## src/inc/float_regs.svh

```systemverilog
`ifndef FLOAT_REGS_SVH
`define FLOAT_REGS_SVH
// Behaviour
// - Status bits 7:4 hold slot B flags, channels 1 to 4, set at target count.
// - Status bits 3:0 hold slot A flags, channels 1 to 4, set at target count.
// - Reading status returns both slots' flags then clears them; bits 15:8 read zero.
// - Slot A count select: 0 never, 1/2/3 flag after 1/4/16 exceedances.
// - Slot B count select works the same: 0 never, 1/2/3 need 1/4/16.
// - Slot A subtract samples above the 14-bit slot A limit bump its counter.
// - Slot B subtract samples above the 14-bit slot B limit bump its counter.
// - Slot A emitter choice: 0 none, 1 to 3 pick LED one to three.
// - Slot B emitter choice: 0 none, 1 to 3 pick LED one to three.
// - Slot A pulse width is five bits in 1 us steps, reset 0x03.
// - Slot B pulse width is five bits in 1 us steps, reset 0x03.
// - Slot A eight-bit delay to first pulse, reset 0x20.
// - Slot B eight-bit delay to first pulse, reset 0x20.
// - Slot A code sets signs of samples one and two of each group of four.
// - Slot B code in bits 6:5 sets signs of samples one and two.
// - Slot A code sets signs of samples three and four; 00 add, 11 subtract.
// - Slot B code in bits 11:10 sets signs of samples three and four.
// - Control bit 7 lets the integrator act as buffer in TIA-to-ADC mode.
// - Float mode runs only when the slot's float enable equals 3.
// - Fire mask bit zero fires that pulse, one suppresses; lowest bit first pulse.

// ==========================================================================
// Register offsets
`define ADDR_BG_STATUS   8'h04
`define ADDR_A_LIMIT     8'h16
`define ADDR_B_LIMIT     8'h1C
`define ADDR_A_TIMING    8'h3E
`define ADDR_B_TIMING    8'h3F
`define ADDR_SIGN_CTL    8'h58

// ==========================================================================
// Field positions
`define SEL_MSB          15
`define SEL_LSB          14
`define LIMIT_MSB        13
`define WIDTH_MSB        12
`define WIDTH_LSB        8
`define DELAY_MSB        7
`define A12_MSB          2
`define A12_LSB          1
`define B12_MSB          6
`define B12_LSB          5
`define A34_MSB          9
`define A34_LSB          8
`define B34_MSB          11
`define B34_LSB          10
`define INTBUF_BIT       7

// ==========================================================================
// Reset values and codes
`define LIMIT_RST        16'h0000
`define TIMING_RST       16'h0320
`define SIGN_RST         16'h0000
`define FLOAT_ON         2'h3
`define TARGET_1         5'h01
`define TARGET_4         5'h04
`define TARGET_16        5'h10

// ==========================================================================
// Timing
`define CLK_PERIOD_NS    50
`define NS_PER_US        1000
`endif

```

## src/inc/float_pkg.sv

```systemverilog
package float_pkg;

  typedef enum logic [1:0] {
    SEQ_IDLE,
    SEQ_DELAY,
    SEQ_PULSE,
    SEQ_GAP
  } seq_state_t;

endpackage : float_pkg

```

## src/rtl/background_counter.sv

```systemverilog
`timescale 1ns/1ns
`include "float_regs.svh"
module background_counter
  import float_pkg::*;
(
  input  wire logic       core_clk,
  input  wire logic       rstn,
  input  wire logic       hit,
  input  wire logic       clear,
  input  wire logic [1:0] count_select,
  output logic            flag
);
  logic [4:0] cnt_r;
  logic [4:0] cnt_nxt;
  logic       flag_r;
  logic       flag_nxt;
  logic [4:0] target;

  always_comb
  begin
    case (count_select)
      2'h1:    target = `TARGET_1;
      2'h2:    target = `TARGET_4;
      default: target = `TARGET_16;
    endcase
    cnt_nxt = clear ? 5'h00 : cnt_r;
    // Saturate so a long run never wraps back below the target
    if (hit && cnt_nxt != `TARGET_16)
      cnt_nxt = cnt_nxt + 5'h01;
    // A hit in the clearing cycle still lands
    flag_nxt = (clear ? 1'b0 : flag_r)
             | (hit && count_select != 2'h0 && cnt_nxt >= target);
  end

  always_ff @(posedge core_clk)
  begin
    if (!rstn)
    begin
      cnt_r  <= 5'h00;
      flag_r <= 1'b0;
    end
    else
    begin
      cnt_r  <= cnt_nxt;
      flag_r <= flag_nxt;
    end
  end

  assign flag = flag_r;

endmodule : background_counter

```

## src/rtl/float_slot_seq.sv

```systemverilog
`timescale 1ns/1ns
`include "float_regs.svh"
module float_slot_seq
  import float_pkg::*;
#(
  parameter int PULSES = 4,
  parameter int GAP_US = 1
)(
  input  wire logic       core_clk,
  input  wire logic       rstn,
  input  wire logic       start,
  input  wire logic       enable,
  input  wire logic [1:0] emitter_choice,
  input  wire logic [4:0] pulse_width,
  input  wire logic [7:0] first_delay,
  input  wire logic [3:0] fire_mask,
  input  wire logic [3:0] pulse_signs,
  output logic      [2:0] led_drive,
  output logic            sample_subtract,
  output logic            active,
  output logic            done
);
  localparam int CYC_US = `NS_PER_US / `CLK_PERIOD_NS;

  if (PULSES % 4 != 0 || PULSES < 4 || PULSES > 252 || GAP_US < 1 || GAP_US > 255)
    $error("float_slot_seq: PULSES must be a multiple of 4 up to 252, GAP_US 1..255");

  seq_state_t state_r, state_nxt;
  logic [4:0] tick_r, tick_nxt;
  logic [7:0] units_r, units_nxt;
  logic [7:0] idx_r, idx_nxt;
  logic [2:0] led_r, led_nxt;
  logic       sub_r, sub_nxt;
  logic       done_r, done_nxt;
  logic       us_end;

  always_comb
  begin
    state_nxt = state_r;
    units_nxt = units_r;
    idx_nxt   = idx_r;
    sub_nxt   = sub_r;
    led_nxt   = 3'h0;
    done_nxt  = 1'b0;
    us_end    = tick_r == 5'(CYC_US - 1);
    tick_nxt  = (state_r == SEQ_IDLE || us_end) ? 5'h00 : tick_r + 5'h01;
    case (state_r)
      SEQ_IDLE:
        if (start && enable)
        begin
          state_nxt = SEQ_DELAY;
          units_nxt = first_delay;
          idx_nxt   = 8'h00;
          // No sign is in force before the first pulse, so a stale one is dropped
          sub_nxt   = 1'b0;
        end
      SEQ_DELAY:
        if (units_r == 8'h00)
        begin
          state_nxt = SEQ_PULSE;
          units_nxt = {3'h0, pulse_width};
          sub_nxt   = pulse_signs[idx_r[1:0]];
          tick_nxt  = 5'h00;
        end
        else if (us_end)
          units_nxt = units_r - 8'h01;
      SEQ_PULSE:
      begin
        if (units_r != 8'h00 && !fire_mask[idx_r[1:0]])
          case (emitter_choice)
            2'h1:    led_nxt = 3'h1;
            2'h2:    led_nxt = 3'h2;
            2'h3:    led_nxt = 3'h4;
            default: led_nxt = 3'h0;
          endcase
        if (units_r == 8'h00)
        begin
          state_nxt = SEQ_GAP;
          units_nxt = 8'(GAP_US);
          tick_nxt  = 5'h00;
        end
        else if (us_end)
          units_nxt = units_r - 8'h01;
      end
      SEQ_GAP:
        if (units_r == 8'h00)
        begin
          tick_nxt = 5'h00;
          if (idx_r == 8'(PULSES - 1))
          begin
            state_nxt = SEQ_IDLE;
            done_nxt  = 1'b1;
          end
          else
          begin
            state_nxt = SEQ_PULSE;
            idx_nxt   = idx_r + 8'h01;
            units_nxt = {3'h0, pulse_width};
            sub_nxt   = pulse_signs[idx_nxt[1:0]];
          end
        end
        else if (us_end)
          units_nxt = units_r - 8'h01;
      default:
        state_nxt = SEQ_IDLE;
    endcase
    // Dropping the enable mid-slot aborts without a done pulse
    if (!enable)
    begin
      state_nxt = SEQ_IDLE;
      led_nxt   = 3'h0;
    end
  end

  always_ff @(posedge core_clk)
  begin
    if (!rstn)
    begin
      state_r <= SEQ_IDLE;
      tick_r  <= 5'h00;
      units_r <= 8'h00;
      idx_r   <= 8'h00;
      led_r   <= 3'h0;
      sub_r   <= 1'b0;
      done_r  <= 1'b0;
    end
    else
    begin
      state_r <= state_nxt;
      tick_r  <= tick_nxt;
      units_r <= units_nxt;
      idx_r   <= idx_nxt;
      led_r   <= led_nxt;
      sub_r   <= sub_nxt;
      done_r  <= done_nxt;
    end
  end

  assign led_drive       = led_r;
  assign sample_subtract = sub_r;
  assign active          = state_r != SEQ_IDLE;
  assign done            = done_r;

endmodule : float_slot_seq

```

## src/rtl/float_mode_background_monitor.sv

```systemverilog
`timescale 1ns/1ns
`include "float_regs.svh"
module float_mode_background_monitor
  import float_pkg::*;
#(
  parameter int PULSES = 4,
  parameter int GAP_US = 1,
  parameter int ACC_W  = 20
)(
  input  wire logic               core_clk,
  input  wire logic               rstn,
  // Register port
  input  wire logic [7:0]         reg_addr,
  input  wire logic               reg_wr,
  input  wire logic               reg_rd,
  input  wire logic [15:0]        reg_wdata,
  output logic      [15:0]        reg_rdata,
  // Neighbouring controls
  input  wire logic [1:0]         slot_a_float_enable,
  input  wire logic [1:0]         slot_b_float_enable,
  input  wire logic [3:0]         slot_a_pulse_fire_mask,
  input  wire logic [3:0]         slot_b_pulse_fire_mask,
  input  wire logic               tia_adc_mode,
  // Slot timing
  input  wire logic               slot_a_start,
  input  wire logic               slot_b_start,
  // Converter results
  input  wire logic               adc_valid,
  input  wire logic               adc_slot_b,
  input  wire logic [1:0]         adc_chan,
  input  wire logic [13:0]        adc_result,
  // Emitters and front end
  output logic      [2:0]         slot_a_led_drive,
  output logic      [2:0]         slot_b_led_drive,
  output logic                    slot_a_float_active,
  output logic                    slot_b_float_active,
  output logic                    integrator_buffer_enable,
  // Signed sums, channel 1 in the low slice
  output logic      [4*ACC_W-1:0] slot_a_float_sums,
  output logic      [4*ACC_W-1:0] slot_b_float_sums,
  output logic                    slot_a_sums_done,
  output logic                    slot_b_sums_done
);
  if (ACC_W < 15 || ACC_W > 32)
    $error("float_mode_background_monitor: ACC_W must lie in 15..32");

  // ==========================================================================
  // Register file

  logic [15:0] limit_a_r, limit_a_nxt;
  logic [15:0] limit_b_r, limit_b_nxt;
  logic [15:0] timing_a_r, timing_a_nxt;
  logic [15:0] timing_b_r, timing_b_nxt;
  logic [15:0] sign_ctl_r, sign_ctl_nxt;
  logic [15:0] rdata_r, rdata_nxt;
  logic        intbuf_r, intbuf_nxt;
  logic [7:0]  flags;
  logic        status_clear;

  always_comb
  begin
    limit_a_nxt  = limit_a_r;
    limit_b_nxt  = limit_b_r;
    timing_a_nxt = timing_a_r;
    timing_b_nxt = timing_b_r;
    sign_ctl_nxt = sign_ctl_r;
    if (reg_wr)
      case (reg_addr)
        `ADDR_A_LIMIT:  limit_a_nxt  = reg_wdata;
        `ADDR_B_LIMIT:  limit_b_nxt  = reg_wdata;
        `ADDR_A_TIMING: timing_a_nxt = reg_wdata;
        `ADDR_B_TIMING: timing_b_nxt = reg_wdata;
        `ADDR_SIGN_CTL: sign_ctl_nxt = reg_wdata;
        default:        limit_a_nxt  = limit_a_r;
      endcase
  end

  // Read data is registered; the status register is latched and cleared in
  // the same cycle, so a flag set on that edge is not lost but held over.
  always_comb
  begin
    rdata_nxt = rdata_r;
    if (reg_rd)
      case (reg_addr)
        `ADDR_BG_STATUS: rdata_nxt = {8'h00, flags};
        `ADDR_A_LIMIT:   rdata_nxt = limit_a_r;
        `ADDR_B_LIMIT:   rdata_nxt = limit_b_r;
        `ADDR_A_TIMING:  rdata_nxt = timing_a_r;
        `ADDR_B_TIMING:  rdata_nxt = timing_b_r;
        `ADDR_SIGN_CTL:  rdata_nxt = sign_ctl_r;
        default:         rdata_nxt = 16'h0000;
      endcase
  end

  assign status_clear = reg_rd && reg_addr == `ADDR_BG_STATUS;

  // The buffer option only takes hold while the front end runs TIA-to-ADC
  assign intbuf_nxt = sign_ctl_r[`INTBUF_BIT] && tia_adc_mode;

  always_ff @(posedge core_clk)
  begin
    if (!rstn)
    begin
      limit_a_r  <= `LIMIT_RST;
      limit_b_r  <= `LIMIT_RST;
      timing_a_r <= `TIMING_RST;
      timing_b_r <= `TIMING_RST;
      sign_ctl_r <= `SIGN_RST;
      rdata_r    <= 16'h0000;
      intbuf_r   <= 1'b0;
    end
    else
    begin
      limit_a_r  <= limit_a_nxt;
      limit_b_r  <= limit_b_nxt;
      timing_a_r <= timing_a_nxt;
      timing_b_r <= timing_b_nxt;
      sign_ctl_r <= sign_ctl_nxt;
      rdata_r    <= rdata_nxt;
      intbuf_r   <= intbuf_nxt;
    end
  end

  assign reg_rdata                = rdata_r;
  assign integrator_buffer_enable = intbuf_r;

  // ==========================================================================
  // Pulse sign decode

  // Per pulse position, 1 means the sample is subtracted. In each pair code
  // the upper bit belongs to the earlier sample.
  logic [3:0] signs_a;
  logic [3:0] signs_b;
  logic       float_on_a;
  logic       float_on_b;

  assign signs_a = {sign_ctl_r[`A34_LSB], sign_ctl_r[`A34_MSB],
                    sign_ctl_r[`A12_LSB], sign_ctl_r[`A12_MSB]};
  assign signs_b = {sign_ctl_r[`B34_LSB], sign_ctl_r[`B34_MSB],
                    sign_ctl_r[`B12_LSB], sign_ctl_r[`B12_MSB]};

  assign float_on_a = slot_a_float_enable == `FLOAT_ON;
  assign float_on_b = slot_b_float_enable == `FLOAT_ON;

  // ==========================================================================
  // Slot sequencers

  logic sub_a;
  logic sub_b;
  logic done_a;
  logic done_b;

  float_slot_seq #(
    .PULSES (PULSES),
    .GAP_US (GAP_US)
  ) u_seq_a (
    .core_clk        (core_clk),
    .rstn            (rstn),
    .start           (slot_a_start),
    .enable          (float_on_a),
    .emitter_choice  (timing_a_r[`SEL_MSB:`SEL_LSB]),
    .pulse_width     (timing_a_r[`WIDTH_MSB:`WIDTH_LSB]),
    .first_delay     (timing_a_r[`DELAY_MSB:0]),
    .fire_mask       (slot_a_pulse_fire_mask),
    .pulse_signs     (signs_a),
    .led_drive       (slot_a_led_drive),
    .sample_subtract (sub_a),
    .active          (slot_a_float_active),
    .done            (done_a)
  );

  float_slot_seq #(
    .PULSES (PULSES),
    .GAP_US (GAP_US)
  ) u_seq_b (
    .core_clk        (core_clk),
    .rstn            (rstn),
    .start           (slot_b_start),
    .enable          (float_on_b),
    .emitter_choice  (timing_b_r[`SEL_MSB:`SEL_LSB]),
    .pulse_width     (timing_b_r[`WIDTH_MSB:`WIDTH_LSB]),
    .first_delay     (timing_b_r[`DELAY_MSB:0]),
    .fire_mask       (slot_b_pulse_fire_mask),
    .pulse_signs     (signs_b),
    .led_drive       (slot_b_led_drive),
    .sample_subtract (sub_b),
    .active          (slot_b_float_active),
    .done            (done_b)
  );

  assign slot_a_sums_done = done_a;
  assign slot_b_sums_done = done_b;

  // ==========================================================================
  // Background comparison and per-channel flags

  // Entries 0..3 are slot A channels 1..4, entries 4..7 slot B.
  logic [7:0] hit;

  for (genvar g = 0; g < 8; g++)
  begin : g_chan
    localparam logic       IS_B = (g >= 4);
    localparam logic [1:0] CH   = 2'(g % 4);
    logic take;
    logic over;

    assign take = adc_valid && adc_slot_b == IS_B && adc_chan == CH
               && (IS_B ? (float_on_b && slot_b_float_active && sub_b)
                        : (float_on_a && slot_a_float_active && sub_a));
    assign over = IS_B ? (adc_result > limit_b_r[`LIMIT_MSB:0])
                       : (adc_result > limit_a_r[`LIMIT_MSB:0]);
    assign hit[g] = take && over;

    background_counter u_cnt (
      .core_clk     (core_clk),
      .rstn         (rstn),
      .hit          (hit[g]),
      .clear        (status_clear),
      .count_select (IS_B ? limit_b_r[`SEL_MSB:`SEL_LSB] : limit_a_r[`SEL_MSB:`SEL_LSB]),
      .flag         (flags[g])
    );
  end

  // ==========================================================================
  // Signed sample sums

  // One running sum per slot and channel; cleared when the slot starts so the
  // previous result stays readable until a new slot begins.
  logic signed [ACC_W-1:0] acc_r   [8];
  logic signed [ACC_W-1:0] acc_nxt [8];

  always_comb
  begin
    for (int i = 0; i < 8; i++)
    begin
      acc_nxt[i] = acc_r[i];
      if (i < 4 ? (slot_a_start && float_on_a && !slot_a_float_active)
                : (slot_b_start && float_on_b && !slot_b_float_active))
        acc_nxt[i] = '0;
      else if (adc_valid && adc_slot_b == (i >= 4) && adc_chan == 2'(i % 4)
               && (i < 4 ? slot_a_float_active : slot_b_float_active))
      begin
        if (i < 4 ? sub_a : sub_b)
          acc_nxt[i] = acc_r[i] - ACC_W'(adc_result);
        else
          acc_nxt[i] = acc_r[i] + ACC_W'(adc_result);
      end
    end
  end

  always_ff @(posedge core_clk)
  begin
    for (int i = 0; i < 8; i++)
    begin
      if (!rstn)
        acc_r[i] <= '0;
      else
        acc_r[i] <= acc_nxt[i];
    end
  end

  for (genvar c = 0; c < 4; c++)
  begin : g_sum
    assign slot_a_float_sums[c*ACC_W +: ACC_W] = acc_r[c];
    assign slot_b_float_sums[c*ACC_W +: ACC_W] = acc_r[c+4];
  end

endmodule : float_mode_background_monitor

```

## config.mk

```make
export PLATFORM = sky130hd
export DESIGN_NAME = float_mode_background_monitor
export DESIGN_NICKNAME = d
export VERILOG_FILES = /design/src/inc/float_pkg.sv /design/src/rtl/background_counter.sv /design/src/rtl/float_slot_seq.sv /design/src/rtl/float_mode_background_monitor.sv
export VERILOG_INCLUDE_DIRS = /design/src /design/src/inc
export SDC_FILE = /design/constraint.sdc
export NUM_CORES = 1
export LEC_CHECK = 0
export BUFFER_PORTS_ARGS = -buffer_cell sky130_fd_sc_hd__buf_2
export CAP_MARGIN = 10
export CORE_MARGIN = 1
export CORE_UTILIZATION = 36
export DETAILED_ROUTE_END_ITERATION = 6
export GPL_TIMING_DRIVEN = 0
export HOLD_SLACK_MARGIN = 0.02
export PLACE_DENSITY = 0.62
export SYNTH_ARGS = -nofsm -noshare
export SYNTH_HDL_FRONTEND = slang
export SYNTH_HIERARCHICAL = 1
export SYNTH_SLANG_ARGS = --single-unit
```

## constraint.sdc

```tcl
create_clock -name core_clk -period 4.73 [get_ports core_clk]
set_clock_uncertainty 0.1 [all_clocks]
set_input_delay 0.7095 -clock core_clk [delete_from_list [all_inputs] [get_ports core_clk]]
set_output_delay 0.7095 -clock core_clk [all_outputs]
set_load 0.005 [all_outputs]
```

==> impl_metrics.env, run 1 <==
export IMPL_status="finished, final reports clean"
export IMPL_path_delay_family="adder cells"
export IMPL_clock_path_buffers=3
export IMPL_startpoint_type="primary input"
export IMPL_ys_seq_area_frac=0.285
export IMPL_intPower_mw=5.36
export IMPL_clk_insertion_delay_late_ns=0.60
export IMPL_grt_busiest_layer="met2"
export IMPL_setup_viol=0
export IMPL_routabilityCongestion=0.930
export IMPL_final_period_utilization=0.970
export IMPL_cts_tree="built"
export IMPL_cts_hold_buf=0
export IMPL_pre_cts_ws_ns=-1.68
export IMPL_dp_cells=4410
export IMPL_p_clk_frac=0.487
export IMPL_crit_path_top_delay_cell="a222oi_1"
export IMPL_post_drt_wl_per_cell_um=18.7
export IMPL_syn_area_per_cell_sq_um=7.84
export IMPL_fmax_ghz=0.218
export IMPL_ant_nets=0
export IMPL_worst_pin_slew_ns=1.15
export IMPL_vias=24800
export IMPL_hold_viol=0
export IMPL_synth_seq_cells=361
export IMPL_netlist_area_sq_mm=0.0253
export IMPL_synth_top_area_frac=0.285
export IMPL_layout_drive_gt1_share=0.154
export IMPL_layout_nets=3794
export IMPL_root_buffer="clkbuf_16"
export IMPL_io_pins=248
export IMPL_port_buffers=246
export IMPL_drt_iter0_markers=1825
export IMPL_die_area_sq_mm=0.0714
export IMPL_core_area_sq_mm=0.0691
export IMPL_final_util=0.432
export IMPL_relSlewSlack=0.226
export IMPL_criticalPathCategory="primary input to flip-flop"
export IMPL_viasPerCell=5.50
export IMPL_rows=96
export IMPL_synth_edf_count=0
export IMPL_clkTransAtPathRegs_ns=0.06
export IMPL_arrival_ns=5.01
export IMPL_use_met2=0.371
export IMPL_crit_start="adc_result[0]"
export IMPL_n_antenna_cell=0
export IMPL_die_h_um=267
export IMPL_grt_max_degree=40
export IMPL_grt_pass1_vias=23000
export IMPL_grt_pass1_wl_um=131000
export IMPL_p_leak_nw=11.7
export IMPL_initial_core_util=0.367
export IMPL_async_flop_share=0
export IMPL_area_delta_synth_final_pct=17.9
export IMPL_cpPeakStageDelay_ns=0.44
export IMPL_grt_util_all_layers=0.231
export IMPL_synth_cell_types=106
export IMPL_hold_path_class="primary input to flip-flop"
export IMPL_die_w_um=267
export IMPL_switching_power_mw=1.97
export IMPL_grtUsageMet3=0.0487
export IMPL_post_route_drc_count=0
export IMPL_grt_overflow=0
export IMPL_met1_usage=0.304
export IMPL_vdd_drop_max_v=0.000218
export IMPL_dp_hpwl_um=65200
export IMPL_finalMaxSlewViolations=0
export IMPL_final_cells=4512
export IMPL_path_cells="buf_12 > clkinvlp_4 > ha_4 > mux2i_4 > buf_4 > buf_4 > fa_1 > nand2_1 > nand2_1 > maj3_1 > a21o_1 > maj3_2 > maj3_1 > o21ai_2 > o2111ai_2 > a222oi_1 > a211oi_2 > xnor2_1 > or3_1 > a21oi_1"
export IMPL_seqPwrFrac=0.418
export IMPL_final_common_cell="nand2_1"
export IMPL_critical_path_max_fanout=14
export IMPL_p_total_mw=7.33
export IMPL_power_density_mw_per_mm2=245
export IMPL_ys_flop_type="dfxtp_1"
export IMPL_yosysTopAreaCell="dfxtp_1"
export IMPL_htree_levels=2
export IMPL_ys_warn_count=6
export IMPL_finalWorstSetupSlack_ns=0.142
export IMPL_rsz0062_at_grt="yes"
export IMPL_end_kind="flip-flop"
export IMPL_antenna_found_initial=6
export IMPL_syn_num_nets=3480
export IMPL_switching_share=0.268
export IMPL_synth_area_top_cells="dfxtp_1, ha_1, nand2_1"
export IMPL_maxCapViolCount=0
export IMPL_cts_sinks=361
export IMPL_drt_wl_total_um=84400
export IMPL_layout_min_cycle_time_ns=4.59
export IMPL_power_frac_comb=0.095
export IMPL_numCtsBuffers=45
export IMPL_crit_buf_inv=4
export IMPL_firstDrtPassIters=5
export IMPL_min_delay_start="tia_adc_mode"
export IMPL_critPathRequiredTime_ns=5.16
export IMPL_rr_startpoint="u_seq_a/sample_subtract"
export IMPL_netlist_instances=3232
export IMPL_mostFrequentLayoutCells="nand2_1, dfxtp_1, buf_2"
## state kept, by name (all words and copies together) (netlist names), 3 cells and up
register and count:
limit_b_r 16, acc_r 160, timing_b_r 16, g_chan.u_cnt/flag 8, timing_a_r 16, u_seq_a/led_drive 3, u_seq_b/idx_r 8, sign_ctl_r 16
u_seq_b/led_drive 3, u_seq_a/idx_r 8, u_seq_b/units_r 8, u_seq_a/tick_r 5, limit_a_r 16, g_chan.u_cnt/cnt_r 40, u_seq_b/tick_r 5, reg_rdata 16
u_seq_a/units_r 8
## power groups by stage
stage / combinational, mW / sequential (mW) / clock (mW)
final: 0.697 / 3.06 / 3.57
after global routing: 0.759 / 3.06 / 3.78
after CTS: 0.669 / 3.06 / 3.64
after detailed placement: 0.639 / 3.13 / 0
after global placement: 0.634 / 3.13 / 0
after floorplan: 0.405 / 3.13 / 0
## path summary, 6_finish.rpt
kind / end / slack (ns) / cells past startpoint
hold / removal: integrator_buffer_enable / 0.26 / 2
hold reg to reg: u_seq_b/tick_r[0] / 0.35 / 1
setup / recovery: acc_r[0][72] / 0.14 / 20
setup reg to reg: acc_r[0][39] / 0.15 / 17
## kinds of logic after synthesis
group | after synthesis | share of synthesized area
and+or+nand+nor | 1218 | 0.240
AOI/OAI and AO/OA | 858 | 0.226
DFF | 361 | 0.285
buffers and inverters | 338 | 0.0516
adders and majority gates | 226 | 0.111
xor gates and xnor gates | 183 | 0.0633
muxes | 48 | 0.0228
## per-layer routing
layer	share of wire	vias to the layer above
met2	0.45	751
met3	0.073	154
met5	0.00082	-
met4	0.033	10
met1	0.45	11700
li1	-	12200
## layout make-up
class / count / area, sq um
buffer: 156 / 648
clock buffer: 57 / 1230
clock inverter: 25 / 267
fill: 7070 / 39200
inverter: 180 / 679
multi-input combinational: 2533 / 17200
sequential: 361 / 7230
tap: 931 / 1160
timing repair buffer: 269 / 1430
## per-stage QoR
| stage | setup TNS, ns | area (sq um) | hold slack (ns) |
|---|---|---|---|
| after floorplan | -0.146 | 25300 | 0.318 |
| after global placement | -79.23 | 27700 | 0.328 |
| after detailed placement | -80.42 | 27700 | 0.336 |
| after CTS | 0 | 29500 | 0.238 |
| after global routing | -0.0464 | 29900 | 0.245 |
| final | 0 | 29900 | 0.262 |
## what timing repair did
action	in CTS	in global routing
setup buffers	11	11
endpoints found under the setup margin	96	44
endpoints found under the hold margin	0	0
resized for setup	40	63
pin swaps	5	17
## synth_stat cells (26+ instances only)
library cell  number
ha_1             179
a21boi_0          76
xnor2_1          134
clkbuf_1         118
xor2_1            49
o21ai_0          156
nand3b_1          38
nand4_1           40
a211oi_1          53
a221oi_1          26
nand2b_1          60
or3_1             63
nand2_1          434
and2_1            45
a31oi_1           39
maj3_1            31
dfxtp_1          361
nor3_1            72
nand3_1           75
nor2_1           255
buf_2             28
inv_1            177
a21o_1            32
a21oi_1          237
Note: power is estimated with default switching activity, not from simulation.
==> inputs of run 2 (changes only) <==
ABC_AREA = 1   (was unset)
CAP_MARGIN = unset   (was 10)
==> run 2 against run 1 <==
  * Utilization shrank 1.3 points
  * Final cell count up 23%
  * Critical path type is now flip-flop to flip-flop
  * Clock power grew 7.6%
  * Synthesized area grew 6.8%
==> impl_metrics.env, run 2 <==
export IMPL_status="finished, final reports clean"
export IMPL_htree_levels=2
export IMPL_finalMaxSlewViolations=0
export IMPL_area_delta_synth_final_pct=15.2
export IMPL_netlist_instances=4233
export IMPL_drt_wl_total_um=93000
export IMPL_hold_viol=0
export IMPL_async_flop_share=0
export IMPL_ys_warn_count=6
export IMPL_crit_buf_inv=6
export IMPL_final_period_utilization=0.893
export IMPL_rows=100
export IMPL_mostFrequentLayoutCells="nand2_1, inv_1, nor2_1"
export IMPL_cpPeakStageDelay_ns=0.60
export IMPL_vdd_drop_max_v=0.000223
export IMPL_port_buffers=245
export IMPL_path_delay_family="compound AO/OA/AOI/OAI gates"
export IMPL_clk_insertion_delay_late_ns=0.60
export IMPL_power_density_mw_per_mm2=254
export IMPL_syn_num_nets=4481
export IMPL_grt_util_all_layers=0.238
export IMPL_synth_area_top_cells="dfxtp_1, nand2_1, inv_1"
export IMPL_clock_path_buffers=3
export IMPL_maxCapViolCount=0
export IMPL_numCtsBuffers=48
export IMPL_synth_seq_cells=361
export IMPL_startpoint_type="flip-flop"
export IMPL_critical_path_max_fanout=10
export IMPL_initial_core_util=0.364
export IMPL_clkTransAtPathRegs_ns=0.06
export IMPL_grt_overflow=0
export IMPL_top_regs="acc_r x160, g_chan.u_cnt/cnt_r x40"
export IMPL_synth_top_area_frac=0.267
export IMPL_final_common_cell="nand2_1"
export IMPL_arrival_ns=4.61
export IMPL_core_area_sq_mm=0.0744
export IMPL_top_register="acc_r"
export IMPL_p_leak_nw=15.2
export IMPL_grt_pass1_wl_um=145000
export IMPL_wl_met3_um=7030
export IMPL_synth_most_common_cell="nand2_1"
export IMPL_viasPerCell=5.07
export IMPL_die_w_um=276
export IMPL_netlist_area_sq_mm=0.0271
export IMPL_layout_drive_gt1_share=0.119
export IMPL_criticalPathCategory="flip-flop to flip-flop"
export IMPL_setup_viol=0
export IMPL_p_total_mw=7.91
export IMPL_worst_pin_slew_ns=1.14
export IMPL_largest_register_ff_count=160
export IMPL_met1Wirelength_um=41200
export IMPL_ys_seq_area_frac=0.267
export IMPL_synth_cell_types=62
export IMPL_grt_pass1_vias=25900
export IMPL_rsz0062_at_grt="no"
export IMPL_die_area_sq_mm=0.0763
export IMPL_grt_max_degree=33
export IMPL_dp_hpwl_um=72900
export IMPL_yosysTopAreaCell="dfxtp_1"
export IMPL_finalWorstSetupSlack_ns=0.506
export IMPL_cts_tree="built"
export IMPL_antenna_found_initial=13
export IMPL_fmax_ghz=0.237
export IMPL_ant_nets=0
export IMPL_post_route_drc_count=0
export IMPL_hold_path_class="primary input to flip-flop"
export IMPL_relSlewSlack=0.231
export IMPL_io_pins=248
export IMPL_cpMostUsedCell="nand2_1"
export IMPL_layout_min_cycle_time_ns=4.22
export IMPL_crit_path_top_delay_cell="o21ai_1"
export IMPL_yosys_top_cells_count="nand2_1, inv_1, nor2_1, dfxtp_1"
export IMPL_post_drt_wl_per_cell_um=16.8
export IMPL_vias=28100
export IMPL_root_buffer="clkbuf_16"
export IMPL_end_kind="flip-flop"
export IMPL_ys_flop_type="dfxtp_1"
export IMPL_pre_cts_ws_ns=-0.255
export IMPL_wl_met2_um=41200
export IMPL_layout_nets=4779
export IMPL_cts_hold_buf=0
export IMPL_die_h_um=276
export IMPL_top_layer_used="met5"
export IMPL_routabilityCongestion=0.971
export IMPL_syn_area_per_cell_sq_um=6.39
export IMPL_synth_edf_count=0
export IMPL_path_cells="buf_2 > inv_1 > buf_2 > clkbuf_1 > o21ai_1 > ha_1 > nand2_1 > nor2_1 > a211oi_1 > nor2_1 > nand3_1 > nand3_1 > nand2_1 > nand2_1 > nand3_1 > nand2_1 > a21oi_1 > inv_1 > nand2_1 > nand3_1 > nand2_1 > inv_1"
export IMPL_critPathRequiredTime_ns=5.11
export IMPL_firstDrtPassIters=6
export IMPL_postCtsSetupBuffers=0
export IMPL_cts_sinks=361
export IMPL_drt_iter0_markers=2159
run 2: path summary, 6_finish.rpt:
kind	startpoint	endpoint	slack, ns	cells after the start
min	tia_adc_mode	integrator_buffer_enable	0.25	3
max	u_seq_a/sample_subtract	acc_r[0][35]	0.51	22
max reg2reg	u_seq_a/sample_subtract	acc_r[0][35]	0.51	22
min reg2reg	sign_ctl_r[7]	integrator_buffer_enable	0.34	2
run 2: tightest hold or removal path, delay by kind of cell:
family	cells	cell delay (ns)
buf+inv	1	0.08
simple gates	2	0.11
run 2: through the flow:
step | area (sq um) | TNS (ns) | std cells | util | hold WS, ns
2_1_floorplan | 27100 | 0 | 4233 | - | 0.310
3_3_place_gp | 29500 | -85.63 | 5447 | 0.396 | 0.332
3_5_place_dp | 29600 | -1.67 | 5450 | 0.397 | 0.327
4_1_cts | 31200 | 0 | 5534 | 0.419 | 0.213
5_1_grt | 31200 | 0 | 5535 | 0.419 | 0.234
6_report | 31200 | 0 | 5538 | 0.419 | 0.246
run 2: repair_timing:
| action | 4_1_cts | 5_1_grt |
|---|---|---|
| resized for setup | 0 | 3 |
| hold endpoints to repair | 0 | 0 |
| endpoints found under the setup margin | 0 | 14 |
run 2: area by class of cell:
class	count	area (sq um)
Antenna cell	4	10.0
Fill cell	7911	43300
Clock inverter	19	267
Clock buffer	65	1360
Buffer	88	398
Sequential cell	361	7230
Multi-Input combinational cell	3052	16700
Timing Repair Buffer	248	1260
Inverter	732	2760
Tap cell	969	1210
run 2: metal layers:
metal  track usage  up-vias
li1              -    14200
met1         0.313    12800
met2         0.383      902
met3        0.0450      196
met4        0.0911       12
met5             0        -
run 2: power by group:
| group | switching, mW | internal, mW | total (mW) |
|---|---|---|---|
| clock | 1.51 | 2.33 | 3.84 |
| sequential | 0.0147 | 3.06 | 3.07 |
| combinational | 0.710 | 0.287 | 0.998 |
| total | 2.24 | 5.67 | 7.91 |
run 2: kinds of logic after synthesis:
| family | Yosys count | share of synthesized area |
|---|---|---|
| flip-flops | 361 | 0.267 |
| AO/OA/AOI/OAI | 753 | 0.159 |
| AND/OR/NAND/NOR | 1976 | 0.324 |
| buffers and inverters | 820 | 0.117 |
| adder cells (fa/ha/maj) | 187 | 0.0887 |
| XOR/XNOR | 136 | 0.0440 |
==> inputs of run 3 (changes only) <==
CORE_UTILIZATION = 55   (was 36)
PLACE_DENSITY = 0.85   (was 0.62)
REMOVE_ABC_BUFFERS = 1   (was unset)
==> run 3 against run 2 <==
  * Setup slack got worse by 0.24 ns
  * First-iteration DRC count up 31%
  * Sequential power about the same
  * Global-route usage increased by 8.1 points
  * Fmax shrank 5.4%
  * Total power shrank 4.6%
  * Sequential share of layout area increased by 0.53 points
  * Routed wire length decreased by 12%
  * Via count is 0.81% higher
  * Critical path type is now primary input to flip-flop
==> impl_metrics.env, run 3 (synthesis gave the netlist of run 2 again) <==
export IMPL_critPathRequiredTime_ns=5.16
export IMPL_final_util=0.634
export IMPL_startpoint_type="primary input"
export IMPL_rows=80
export IMPL_io_pins=248
export IMPL_relSlewSlack=0.147
export IMPL_largest_register_ff_count=160
export IMPL_fmax_ghz=0.224
export IMPL_ant_nets=0
export IMPL_p_total_mw=7.54
export IMPL_mostFrequentLayoutCells="nand2_1, inv_1, nor2_1"
export IMPL_antenna_found_initial=11
export IMPL_end_kind="flip-flop"
export IMPL_drt_wl_total_um=81700
export IMPL_core_area_sq_mm=0.0481
export IMPL_final_common_cell="nand2_1"
export IMPL_dp_hpwl_um=60800
export IMPL_die_h_um=224
export IMPL_clkTransAtPathRegs_ns=0.06
export IMPL_clock_path_buffers=3
export IMPL_layout_min_cycle_time_ns=4.46
export IMPL_htree_levels=2
export IMPL_layout_nets=4698
export IMPL_drt_iter0_markers=2831
export IMPL_numCtsBuffers=44
export IMPL_cts_tree="built"
export IMPL_status="finished, final reports clean"
export IMPL_hold_path_class="primary input to flip-flop"
export IMPL_p_leak_nw=15.1
export IMPL_hold_viol=0
export IMPL_grt_overflow=0
export IMPL_rsz0062_at_grt="no"
export IMPL_area_delta_synth_final_pct=12.7
export IMPL_initial_core_util=0.562
export IMPL_routabilityCongestion=0.978
export IMPL_grt_max_degree=94
export IMPL_criticalPathCategory="primary input to flip-flop"
export IMPL_root_buffer="clkbuf_16"
export IMPL_post_route_drc_count=0
export IMPL_viasPerCell=5.49
export IMPL_finalMaxSlewViolations=0
export IMPL_maxCapViolCount=0
export IMPL_worst_pin_slew_ns=1.27
export IMPL_layout_drive_gt1_share=0.122
export IMPL_grt_pass1_vias=25700
export IMPL_grt_util_all_layers=0.319
export IMPL_vias=28300
export IMPL_arrival_ns=4.89
export IMPL_top_register="acc_r"
export IMPL_power_density_mw_per_mm2=247
export IMPL_die_area_sq_mm=0.0501
export IMPL_post_drt_wl_per_cell_um=15.9
export IMPL_top_regs="acc_r x160, g_chan.u_cnt/cnt_r x40"
export IMPL_critical_path_max_fanout=93
export IMPL_final_period_utilization=0.943
export IMPL_die_w_um=224
export IMPL_firstDrtPassIters=6
export IMPL_clk_insertion_delay_late_ns=0.60
export IMPL_port_buffers=247
export IMPL_setup_viol=0
export IMPL_vdd_drop_max_v=0.000213
export IMPL_grt_pass1_wl_um=129000
export IMPL_cts_hold_buf=0
export IMPL_cts_sinks=361
[run 3: cell types whose count changed in the layout (fill, tap and decap cells not counted), moves of 3 or more]
| cell | previous run | this run |
|---|---|---|
| nor2_2 | 28 | 35 |
| clkbuf_1 | 82 | 10 |
| buf_2 | 253 | 247 |
| clkbuf_8 | 5 | 12 |
| buf_16 | 0 | 4 |
| bufinv_16 | 6 | 3 |
| buf_6 | 4 | 0 |
| clkbuf_16 | 50 | 44 |
| nor2_1 | 395 | 388 |
[run 3: cell type report]
type,instances,area [sq um]
timing repair buffer,259,1440
multi-input combinational,3052,16700
inverter,732,2760
clock inverter,16,190
tap,656,821
clock buffer,66,1300
antenna,6,15.0
fill,4323,17600
sequential,361,7230
[run 3: critical path: stages]
cell      delay [ns]
buf_4           0.72
inv_2           0.64
a31oi_4         0.81
buf_16          0.26
clkinv_1        0.99
a21oi_1         0.47
o21ai_0         0.14
inv_1           0.07
[run 3: final timing paths]
path	depth (start not counted)	endpoint	slack, ns	start
worst min register to register	2	integrator_buffer_enable	0.35	sign_ctl_r[7]
worst max-delay path	8	acc_r[0][51]	0.27	rstn
worst max register to register	18	acc_r[1][53]	0.51	u_seq_b/sample_subtract
worst min-delay path	3	integrator_buffer_enable	0.27	tia_adc_mode
[run 3: timing repair]
action | 4_1_cts | 5_1_grt
setup buffers | 0 | 0
resized for setup | 0 | 2
setup endpoints to repair | 0 | 19
hold endpoints to repair | 0 | 0
[run 3: routing by layer]
layer	part of all wire	global-route usage	routed length, um	up-vias
li1	-	-	-	14000
met1	0.42	0.411	34100	12800
met2	0.44	0.512	35800	1220
met3	0.097	0.0631	7950	238
met4	0.047	0.145	3810	10
met5	0.00069	0	56	-
[run 3: metrics by stage]
stage	setup TNS (ns)	instance area [sq um]	hold slack, ns	cells	setup slack (ns)
final	0	30500	0.274	5148	0.267
after floorplan	-4.11	26700	0.310	4145	-0.515
after global routing	0	30500	0.282	5146	0.0424
after detailed placement	-5.03	29000	0.344	5060	-0.231
after CTS	0	30500	0.253	5142	0.209
after global placement	-586.58	28700	0.331	5048	-4.75
[run 3: power by group]
group,total (mW),internal [mW],switching (mW)
Clock,3.52,2.08,1.44
Sequential,3.07,3.05,0.0202
Combinational,0.951,0.279,0.672
Total,7.54,5.41,2.13
